[src/expander_defs.vh]
// Constants for the two-wire eight-bit output expander
`ifndef EXPANDER_DEFS_VH
`define EXPANDER_DEFS_VH

// ============================================================
// Timing
`define CLK_PERIOD_NS 10
`define SPIKE_NS 50
// A level must outlast every sample a spike could cover, plus one
`define FILTER_CYCLES (`SPIKE_NS / `CLK_PERIOD_NS + 1)
`define POWERUP_WAIT 4'h8

// ============================================================
// Slave address: fixed upper bits, then two bits per address pin
`define ADDR_PREFIX 3'h5
`define ADDR_PREFIX_POS 4

// ============================================================
// Four-level address pin codes
`define LVL_GND 2'h0
`define LVL_VPLUS 2'h1
`define LVL_SCL 2'h2
`define LVL_SDA 2'h3

// ============================================================
// Output reset values
`define NIBBLE_LOW 4'h0
`define NIBBLE_HIGH 4'hF

`endif

[src/i2c_output_expander.v]
// Two-wire slave driving an eight-bit push-pull output port
// What this block does, and what it needs of the master
// Answers as a slave at one of sixteen addresses 0x50 to 0x5F picked by the two select pins.
// Each select pin is read as one of four states: ground, supply, tied to clock, tied to data.
// A low reset pin abandons any transfer and returns the bus logic to idle.
// The master waits at least 1 us after reset pin release before a start.
// Eight output bits 0 to 7 are driven push-pull at all times.
// Clock and data glitches narrower than 50 ns are ignored.
// The bus runs correctly at clock rates up to 400 kHz and the master stays within that.
// After power-up the outputs take a default picked by the select pins with no transfer.
// Each acknowledged written byte sets all eight outputs at once, bit 7 to output 7.
// A read returns the present output levels most significant bit first.
`timescale 1ns/1ns
`default_nettype none
`include "expander_defs.vh"

module i2c_output_expander #(
	parameter WIDTH = 8
) (
	input wire clk,
	input wire reset,
	input wire scl,
	input wire sda_in,
	output reg sda_out,
	output reg sda_oe_n,
	input wire reset_n_pin,
	input wire address_select_low,
	input wire address_select_high,
	output reg [WIDTH-1:0] push_pull_outputs
);

	localparam [2:0] ST_IDLE = 3'h0;
	localparam [2:0] ST_ADDR = 3'h1;
	localparam [2:0] ST_ACK_ADDR = 3'h2;
	localparam [2:0] ST_WRITE = 3'h3;
	localparam [2:0] ST_ACK_DATA = 3'h4;
	localparam [2:0] ST_READ = 3'h5;
	localparam [2:0] ST_READ_ACK = 3'h6;
	localparam integer FILTER_INT = `FILTER_CYCLES;
	localparam [2:0] FILTER_LEN = FILTER_INT[2:0];

	// Default nibble: ground gives low, anything else high
	function [3:0] default_nibble;
		input [1:0] code;
		begin
			default_nibble = (code == `LVL_GND) ? `NIBBLE_LOW : `NIBBLE_HIGH;
		end
	endfunction

	// ============================================================
	// Input synchronisers
	reg [4:0] sync1;
	reg [4:0] sync2;
	always @(posedge clk) begin
		if (reset) begin
			sync1 <= 5'h1F;
			sync2 <= 5'h1F;
		end else begin
			sync1 <= {address_select_high, address_select_low, reset_n_pin, sda_in, scl};
			sync2 <= sync1;
		end
	end

	wire pin_rst_n = sync2[2];
	wire pin_low = sync2[3];
	wire pin_high = sync2[4];

	// ============================================================
	// Spike filter on clock and data
	reg [1:0] line;
	reg [2:0] flt_cnt [0:1];
	integer i;
	always @(posedge clk) begin
		for (i = 0; i < 2; i = i + 1) begin
			if (reset) begin
				line[i] <= 1'b1;
				flt_cnt[i] <= 3'h0;
			end else if (sync2[i] == line[i]) begin
				flt_cnt[i] <= 3'h0;
			end else if (flt_cnt[i] == FILTER_LEN - 3'h1) begin
				line[i] <= sync2[i];
				flt_cnt[i] <= 3'h0;
			end else begin
				flt_cnt[i] <= flt_cnt[i] + 3'h1;
			end
		end
	end

	reg [1:0] line_d;
	always @(posedge clk) begin
		if (reset) begin
			line_d <= 2'h3;
		end else begin
			line_d <= line;
		end
	end

	wire scl_rise = line[0] & ~line_d[0];
	wire scl_fall = ~line[0] & line_d[0];
	wire start_ev = line[0] & line_d[0] & ~line[1] & line_d[1];
	wire stop_ev = line[0] & line_d[0] & line[1] & ~line_d[1];

	// ============================================================
	// Slave state machine
	reg [2:0] state;
	reg [3:0] bit_cnt;
	reg [7:0] shift;
	reg rw;
	reg [1:0] code_low;
	reg [1:0] code_high;
	reg idle_low;
	reg idle_high;
	reg [3:0] pu_cnt;
	reg pu_done;
	wire [6:0] own_addr = {`ADDR_PREFIX, ~code_high[1], code_high[0], code_low};

	always @(posedge clk) begin
		if (reset) begin
			state <= ST_IDLE;
			bit_cnt <= 4'h0;
			shift <= 8'h00;
			rw <= 1'b0;
			code_low <= `LVL_VPLUS;
			code_high <= `LVL_VPLUS;
			idle_low <= 1'b1;
			idle_high <= 1'b1;
			pu_cnt <= 4'h0;
			pu_done <= 1'b0;
			sda_out <= 1'b0;
			sda_oe_n <= 1'b1;
			push_pull_outputs <= {WIDTH{1'b1}};
		end else begin
			// Pins are caught only after the synchronisers have settled
			if (!pu_done) begin
				if (pu_cnt == `POWERUP_WAIT) begin
					pu_done <= 1'b1;
					push_pull_outputs <= {default_nibble(pin_high ? `LVL_VPLUS : `LVL_GND),
						default_nibble(pin_low ? `LVL_VPLUS : `LVL_GND)};
				end else begin
					pu_cnt <= pu_cnt + 4'h1;
				end
			end
			// Raw lines too, else a data-tied pin is caught low inside the filter delay of a start
			if (state == ST_IDLE && line == 2'h3 && sync2[1:0] == 2'h3) begin
				idle_low <= pin_low;
				idle_high <= pin_high;
			end
			if (!pin_rst_n) begin
				state <= ST_IDLE;
				sda_oe_n <= 1'b1;
			end else if (stop_ev) begin
				state <= ST_IDLE;
				sda_oe_n <= 1'b1;
			end else if (start_ev) begin
				// Ground reads low at idle, data-tied pin follows the start low
				code_low <= !idle_low ? `LVL_GND : (!pin_low ? `LVL_SDA : `LVL_VPLUS);
				code_high <= !idle_high ? `LVL_GND : (!pin_high ? `LVL_SDA : `LVL_VPLUS);
				state <= ST_ADDR;
				bit_cnt <= 4'h0;
				sda_oe_n <= 1'b1;
			end else if (scl_rise) begin
				case (state)
					ST_ADDR, ST_WRITE: begin
						shift <= {shift[6:0], line[1]};
						bit_cnt <= bit_cnt + 4'h1;
					end
					ST_READ: begin
						bit_cnt <= bit_cnt + 4'h1;
					end
					ST_READ_ACK: begin
						if (!line[1]) begin
							shift <= push_pull_outputs;
							bit_cnt <= 4'h0;
							state <= ST_READ;
						end else begin
							state <= ST_IDLE;
						end
					end
					default: begin
					end
				endcase
			end else if (scl_fall) begin
				case (state)
					ST_ADDR: begin
						// Clock-tied pin is high at start and low at the first fall
						if (bit_cnt == 4'h0) begin
							if (code_low == `LVL_VPLUS && !pin_low) begin
								code_low <= `LVL_SCL;
							end
							if (code_high == `LVL_VPLUS && !pin_high) begin
								code_high <= `LVL_SCL;
							end
						end
						if (bit_cnt == 4'h8) begin
							if (shift[7:1] == own_addr) begin
								rw <= shift[0];
								sda_oe_n <= 1'b0;
								state <= ST_ACK_ADDR;
							end else begin
								state <= ST_IDLE;
							end
						end
					end
					ST_ACK_ADDR: begin
						bit_cnt <= 4'h0;
						if (rw) begin
							sda_oe_n <= push_pull_outputs[7];
							shift <= {push_pull_outputs[6:0], 1'b0};
							state <= ST_READ;
						end else begin
							sda_oe_n <= 1'b1;
							state <= ST_WRITE;
						end
					end
					ST_WRITE: begin
						if (bit_cnt == 4'h8) begin
							sda_oe_n <= 1'b0;
							state <= ST_ACK_DATA;
						end
					end
					ST_ACK_DATA: begin
						// Byte lands only once its acknowledge has been clocked
						push_pull_outputs <= shift;
						sda_oe_n <= 1'b1;
						bit_cnt <= 4'h0;
						state <= ST_WRITE;
					end
					ST_READ: begin
						if (bit_cnt == 4'h8) begin
							sda_oe_n <= 1'b1;
							state <= ST_READ_ACK;
						end else begin
							sda_oe_n <= shift[7];
							shift <= {shift[6:0], 1'b0};
						end
					end
					default: begin
					end
				endcase
			end
		end
	end

endmodule

`default_nettype wire

[config.mk]
export PLATFORM = sky130hd
export DESIGN_NAME = i2c_output_expander
export DESIGN_NICKNAME = d
export VERILOG_FILES = /design/src/i2c_output_expander.v
export VERILOG_INCLUDE_DIRS = /design/src /design/src/src
export SDC_FILE = /design/constraint.sdc
export NUM_CORES = 1
export LEC_CHECK = 0
export BUFFER_PORTS_ARGS = -buffer_cell sky130_fd_sc_hd__buf_4
export CORE_UTILIZATION = 45
export DETAILED_ROUTE_END_ITERATION = 10
export GPL_ROUTABILITY_DRIVEN = 0
export PLACE_DENSITY_LB_ADDON = 0.25
export RECOVER_POWER = 25
export SYNTH_ARGS = -nofsm -noshare
export SYNTH_HDL_FRONTEND = slang
export SYNTH_SLANG_ARGS = --single-unit
[constraint.sdc]
create_clock -name clk -period 4 [get_ports clk]
set_input_delay 1.2 -clock clk [delete_from_list [all_inputs] [get_ports clk]]
set_output_delay 1.2 -clock clk [all_outputs]
set_load 0.03 [all_outputs]
==> impl_metrics.py, run 1 <==
metrics = {
    "critical_path": {
        "timing.rr.end": "push_pull_outputs[2]",
        "path_max_fanout": 60,
        "path_cells": "clkbuf_1, nor2_1, nand2_1, nor2_1",
        "cpMostUsedCell": "nor2_1",
        "reg2reg_from": "line[0]",
        "cp-start-kind": "input port",
        "crit_type": "in -> reg",
        "slowest_stage": "clkbuf_1",
        "r2r_slack_ns": 1.42,
        "cpPeakStageDelay_ns": 1.47,
        "critPathCaptureType": "flip-flop",
        "required_ns": 4.09,
        "r2r_cells": 6,
        "critical_path_arrival_ns": 3.04,
    },
    "clock_tree": {
        "clkTransAtPathRegs_ns": 0.11,
        "cts_resized": 0,
        "cts_root_buf": "clkbuf_8",
        "cts.sinks": 56,
        "cts_buffers": 5,
        "h-tree-depth": 2,
        "cts_tree": "done",
        "postCtsSetupRepairBufs": 0,
        "ctsHoldBuffers": 0,
        "worstSkewPairLatency_ns": 0.32,
        "cts_max_path_buffers": 2,
    },
    "final_layout": {
        "final_util_pct": 50.8,
        "final_nets": 385,
        "post_route_cells_drive_above_1_share_pct": 12.8,
        "n_antenna_cell": 0,
        "fin_area_um2": 3280,
        "area_delta_synth_final_pct": 7.20,
    },
    "placed_design": {
        "numPortBuffers": 15,
        "dp_hpwl_um": 4390,
        "place_area_um2": 3190,
    },
    "timing": {
        "period_needed_ns": 2.96,
        "max_freq_mhz": 338,
        "relSlewSlack_pct": -39.9,
        "hold_viol": 0,
        "skew_ns": 0.00744,
        "rsz0062_at_grt": "no",
        "setup_viol": 0,
        "worst_pin_slew_ns": 2.10,
        "slew_viol_final": 61,
        "tns_ns": 0,
        "period_share_pct": 73.9,
    },
    "global_route": {
        "track_usage_pct": 18.2,
        "grt_busiest_layer": "met2",
        "grt_pass1_wl_um": 10500,
        "grt_pass1_vias": 2253,
        "grt_use_met3_pct": 3.34,
        "grt_util_met2_pct": 28.7,
        "grt_max_degree": 61,
        "antenna_found_initial": 0,
        "gr-total-overflow": 0,
        "use_met1_pct": 25.3,
    },
    "floorplan": {
        "start_util_pct": 47.3,
        "die_w_um": 84.4,
        "top_level_ports": 17,
        "rows": 29,
        "dieArea_um2": 7130,
        "core-area_um2": 6460,
        "die_y_um": 84.4,
    },
    "yosys": {
        "yosys_warnings": 0,
        "synth.ff_latch_count": 56,
        "synth_edf_count": 6,
        "syn_area_per_cell_um2": 8.54,
        "synth_ff_type": "dfxtp_1",
        "synth.area.top_cells": "dfxtp_1 (33%), edfxtp_1 (5.9%), ha_1 (5.3%), or2_2 (4.5%), mux2i_1 (4.3%)",
        "yosysSeqAreaShare_pct": 38.6,
        "synth_cell_types": 55,
        "syn-cell-area_um2": 3060,
        "yosys.area.top_type": "dfxtp_1",
        "synth_cells": 358,
        "yosys.area.top_type_share_pct": 32.7,
        "ys_async_sr_fraction_pct": 0,
        "yosysMostFrequentCell": "dfxtp_1",
        "synth_common_cells": "dfxtp_1 (50), nor2_1 (33), nand2_1 (27)",
    },
    "power": {
        "p_sw_mw": 0.260,
        "power.leakage_nw": 1.33,
        "comb_power_share_pct": 8.3,
        "clock_power_share_pct": 32.3,
        "intPower_mw": 0.750,
        "total_power_mw": 1.01,
        "sw_frac_of_total_pct": 25.7,
        "p_per_area_nw_per_um2": 308,
        "seqPwrFrac_pct": 59.5,
        "vdd_drop_max_mv": 0.171,
    },
    "drt": {
        "vias_per_cell": 5.62,
        "wl_um": 6140,
        "drc": 2,
        "wire_per_inst_um": 13.9,
        "ant_nets": 0,
        "drt_pass1_iterations": 7,
        "dr_total_vias": 2491,
        "drt_iter0_drc": 173,
    },
    "run": {
        "drv_cap": 1,
    },
    "run_status": {
        "status": "finished with violations",
        "violations": "DRC, capacitance limit, slew limit",
    },
    "min_path": {
        "holdPathStages": 1,
        "hp-start": "sync1[3]",
        "hold_end": "sync2[3]",
        "hp-class": "reg -> reg",
    },
}
critical path, delay by kind of cell:
family / cells / cell delay, ns
buffers and inverters: 1 / 1.47
and+or+nand+nor: 3 / 0.35
flip-flops by register name, summed over array words and instances (netlist names):
register / cells
flt_cnt: 6
line: 2
code_low: 2
bit_cnt: 4
sda_oe_n: 1
rw: 1
push_pull_outputs: 8
sync1: 5
code_high: 2
pu_done: 1
state: 3
sync2: 5
idle_low: 1
line_d: 2
pu_cnt: 4
idle_high: 1
shift: 8
per-layer routing:
metal  up-vias  share of wire, %
met4         0               1.8
met5         -                 0
met3        10               3.2
met1      1172                51
li1       1269                 -
met2        40                44
power by group through the flow:
| stage | logic (mW) | clock network [mW] | registers [mW] |
|---|---|---|---|
| 2_1_floorplan | 0.0685 | 0 | 0.608 |
| 3_5_place_dp | 0.0837 | 0 | 0.614 |
| 3_3_place_gp | 0.0816 | 0 | 0.613 |
| 6_report | 0.0835 | 0.326 | 0.601 |
| 4_1_cts | 0.0841 | 0.337 | 0.601 |
| 5_1_grt | 0.0951 | 0.358 | 0.604 |
through the flow:
step	instances	setup WS, ns	hold slack, ns
global route	443	0.693	0.438
global placement	435	1.58	0.392
CTS	443	1.46	0.422
floorplan	363	1.96	0.389
finish	443	1.04	0.420
detailed placement	435	1.46	0.395
cell usage in the layout, fill, tap and decap left out, types with 3 or more instances in the layout:
master / netlist / layout
a211o_1: 4 / 4
dfxtp_1: 50 / 50
nor3_1: 19 / 19
inv_1: 19 / 19
xnor2_1: 7 / 7
or2_2: 22 / 22
nand3_1: 7 / 7
mux2i_1: 13 / 13
nor2b_1: 7 / 7
a221o_1: 4 / 4
nand2b_1: 12 / 12
o21ai_0: 6 / 6
edfxtp_1: 6 / 6
a211oi_1: 3 / 3
o211ai_1: 3 / 3
buf_4: 2 / 14
nor2_1: 33 / 33
a31oi_1: 8 / 8
nand2_1: 27 / 27
a21oi_1: 11 / 11
conb_1: 2 / 7
nand3b_1: 3 / 3
xor2_1: 4 / 4
or3_1: 11 / 11
ha_1: 13 / 13
clkbuf_8: 0 / 5
o22ai_1: 8 / 8
worst max-delay path by stage:
stage | startpoint | endpoint | slack (ns)
detailed placement | line[0] | push_pull_outputs[2] | 1.46
CTS | line[0] | push_pull_outputs[2] | 1.46
finish | reset | flt_cnt[1][0] | 1.04
global route | reset | flt_cnt[0][0] | 0.69
global placement | line[0] | push_pull_outputs[0] | 1.58
floorplan | reset | flt_cnt[0][2] | 1.96
layout make-up:
class | count | area, um^2
well taps | 77 | 96.3
inverters | 19 | 71.3
repair buffers | 15 | 109
multi-input cells | 268 | 1730
fillers | 651 | 3180
clock inverters | 3 | 26.3
flip-flops and latches | 56 | 1180
clock buffers | 5 | 68.8
cell families after synthesis:
| logic type | count (synthesis) | share of synthesized area, % |
|---|---|---|
| simple gates | 156 | 27.1 |
| flops | 56 | 38.6 |
| buf+inv | 39 | 5.56 |
| compound gates | 68 | 15.7 |
| fa+ha+maj | 13 | 5.32 |
| other cells | 2 | 0.246 |
| mux | 13 | 4.26 |
| xor+xnor | 11 | 3.15 |
Note: power is estimated with default switching activity, not from simulation.
==> inputs of run 2 (changes only) <==
clock period = 2.4 ns   (was 4 ns; I/O delays follow)
==> run 2 against run 1 <==
Net effect: worst setup slack got worse by 0.78 ns; the run ends with DRC left; clock skew grew 0.0064 ns; register-to-register slack got worse by 1.2 ns; sequential cell count stayed put.
==> impl_metrics.py, run 2 (same netlist as run 1, synthesis figures left out) <==
metrics = {
    "critical_path": {
        "crit_buf_inv": 1,
        "reg2reg_from": "line_d[0]",
        "cp-start-kind": "flip-flop",
        "critical_path_arrival_ns": 2.37,
        "required_ns": 2.63,
        "path_cells": "inv_1, ha_1, o21bai_1, a221oi_1, o221ai_2, or4_1, a21oi_1",
        "timing.rr.end": "bit_cnt[3]",
        "crit_start": "line_d[0]",
        "path_max_fanout": 10,
        "r2r_slack_ns": 0.26,
        "r2r_cells": 7,
        "critPathCaptureType": "flip-flop",
        "cpPeakStageDelay_ns": 0.43,
        "path_delay_family": "compound AO/OA/AOI/OAI gates",
        "crit_type": "reg -> reg",
        "slowest_stage": "or4_1",
    },
    "final_layout": {
        "top_regs": "push_pull_outputs (8), shift (8), flt_cnt (6)",
        "final_nets": 393,
        "fin_area_um2": 3360,
        "mostFrequentLayoutCell": "dfxtp_1",
        "final_cell_mix": "dfxtp_1 (50), nor2_1 (33), nand2_1 (27)",
        "nFillCells": 628,
        "final-instance-count-excl-fill": 451,
        "post_route_cells_drive_above_1_share_pct": 15.0,
        "area_delta_synth_final_pct": 9.94,
        "n_antenna_cell": 0,
    },
    "floorplan": {
        "top_level_ports": 17,
        "die_w_um": 84.4,
        "rows": 29,
        "dieArea_um2": 7130,
        "die_y_um": 84.4,
        "start_util_pct": 47.3,
        "core-area_um2": 6460,
    },
    "drt": {
        "wl_um": 6330,
        "wire_per_inst_um": 14.0,
        "drt_pass1_iterations": 8,
        "drc": 3,
        "vias_per_cell": 5.72,
        "dr_total_vias": 2579,
        "ant_nets": 0,
        "drt_iter0_drc": 177,
    },
    "placed_design": {
        "numPortBuffers": 15,
        "dp_hpwl_um": 4450,
        "dp.cells": 443,
        "place_area_um2": 3250,
    },
    "power": {
        "power.leakage_nw": 1.38,
        "total_power_mw": 1.79,
        "sw_frac_of_total_pct": 24.1,
        "seqPwrFrac_pct": 56.0,
        "vdd_drop_max_mv": 0.292,
        "intPower_mw": 1.36,
        "p_sw_mw": 0.431,
        "clock_power_share_pct": 35.9,
        "comb_power_share_pct": 8.1,
        "p_per_area_nw_per_um2": 531,
    },
    "min_path": {
        "hp-start": "sync1[2]",
        "hp-class": "reg -> reg",
        "hold_end": "sync2[2]",
        "holdPathStages": 1,
    },
    "timing": {
        "period_needed_ns": 2.14,
        "relSlewSlack_pct": 35.0,
        "holdWs_ns": 0.417,
        "worst_pin_slew_ns": 0.976,
        "slew_viol_final": 0,
        "max_freq_mhz": 467,
        "tns_ns": 0,
        "rsz0062_at_grt": "no",
        "setup_viol": 0,
        "skew_ns": 0.0138,
        "period_share_pct": 89.3,
        "hold_viol": 0,
    },
    "clock_tree": {
        "cts_max_path_buffers": 2,
        "h-tree-depth": 2,
        "clkTransAtPathRegs_ns": 0.11,
        "cts.sinks": 56,
        "cts_buffers": 5,
        "postCtsSetupRepairBufs": 0,
        "ctsHoldBuffers": 0,
        "worstSkewPairLatency_ns": 0.32,
        "cts_root_buf": "clkbuf_8",
        "cts_tree": "done",
    },
    "global_route": {
        "grt_pass1_vias": 2388,
        "antenna_found_initial": 0,
        "gr-total-overflow": 0,
        "grt_max_degree": 61,
        "grt_pass1_wl_um": 11000,
        "track_usage_pct": 19.2,
    },
    "run": {
        "drv_cap": 0,
    },
    "run_status": {
        "status": "finished with violations",
        "violations": "DRC",
    },
}
==> run 2: layout make-up <==
class	instances	area [um^2]	share of cell area [%]
flip-flops and latches	56	1180	35.1
repair buffers	23	170	5.06
well taps	77	96.3	2.87
clock buffers	6	72.6	2.16
multi-input cells	268	1730	51.5
clock inverters	2	38.8	1.15
inverters	19	71.3	2.12
==> run 2: repair_timing <==
action | 4_1_cts | 5_1_grt
endpoints found under the setup margin | 0 | 2
gates resized for setup | 0 | 1
endpoints found under the hold margin | 0 | 0
==> run 2: metrics by stage <==
step	setup slack [ns]	util [%]
after floorplan	0.371	-
after global placement	0.333	50.3
after detailed placement	0.270	50.3
after CTS	0.218	52.0
after global routing	0.0410	52.1
final	0.258	52.1
==> run 2: power groups by stage <==
stage	clock [mW]	combinational, mW	sequential, mW
2_1_floorplan	0	0.114	1.01
3_3_place_gp	0	0.140	1.02
3_5_place_dp	0	0.143	1.02
4_1_cts	0.661	0.144	1.00
5_1_grt	0.698	0.164	1.01
6_report	0.642	0.144	1.00
==> run 2: worst max-delay path by stage <==
stage	to	cells past startpoint	slack, ns
2_1_floorplan	push_pull_outputs[0]	8	0.37
3_3_place_gp	bit_cnt[2]	6	0.33
3_5_place_dp	bit_cnt[2]	6	0.27
4_1_cts	bit_cnt[2]	7	0.22
5_1_grt	bit_cnt[3]	7	0.04
6_report	bit_cnt[3]	7	0.26
==> run 2: metal layers <==
metal | global-route usage (%) | share of wire [%] | vias to the layer above
met2 | 30.2 | 45 | 68
li1 | - | - | 1281
met5 | 0 | 0 | -
met1 | 26.0 | 48 | 1218
met4 | 6.16 | 1.6 | 0
met3 | 4.72 | 5.4 | 12
==> run 2: worst register-to-register path, stage by stage (launching register included) <==
cell and delay [ns]:
dfxtp_1 0.40, inv_1 0.06, ha_1 0.29, o21bai_1 0.20
a221oi_1 0.32, o221ai_2 0.23, or4_1 0.43, a21oi_1 0.14
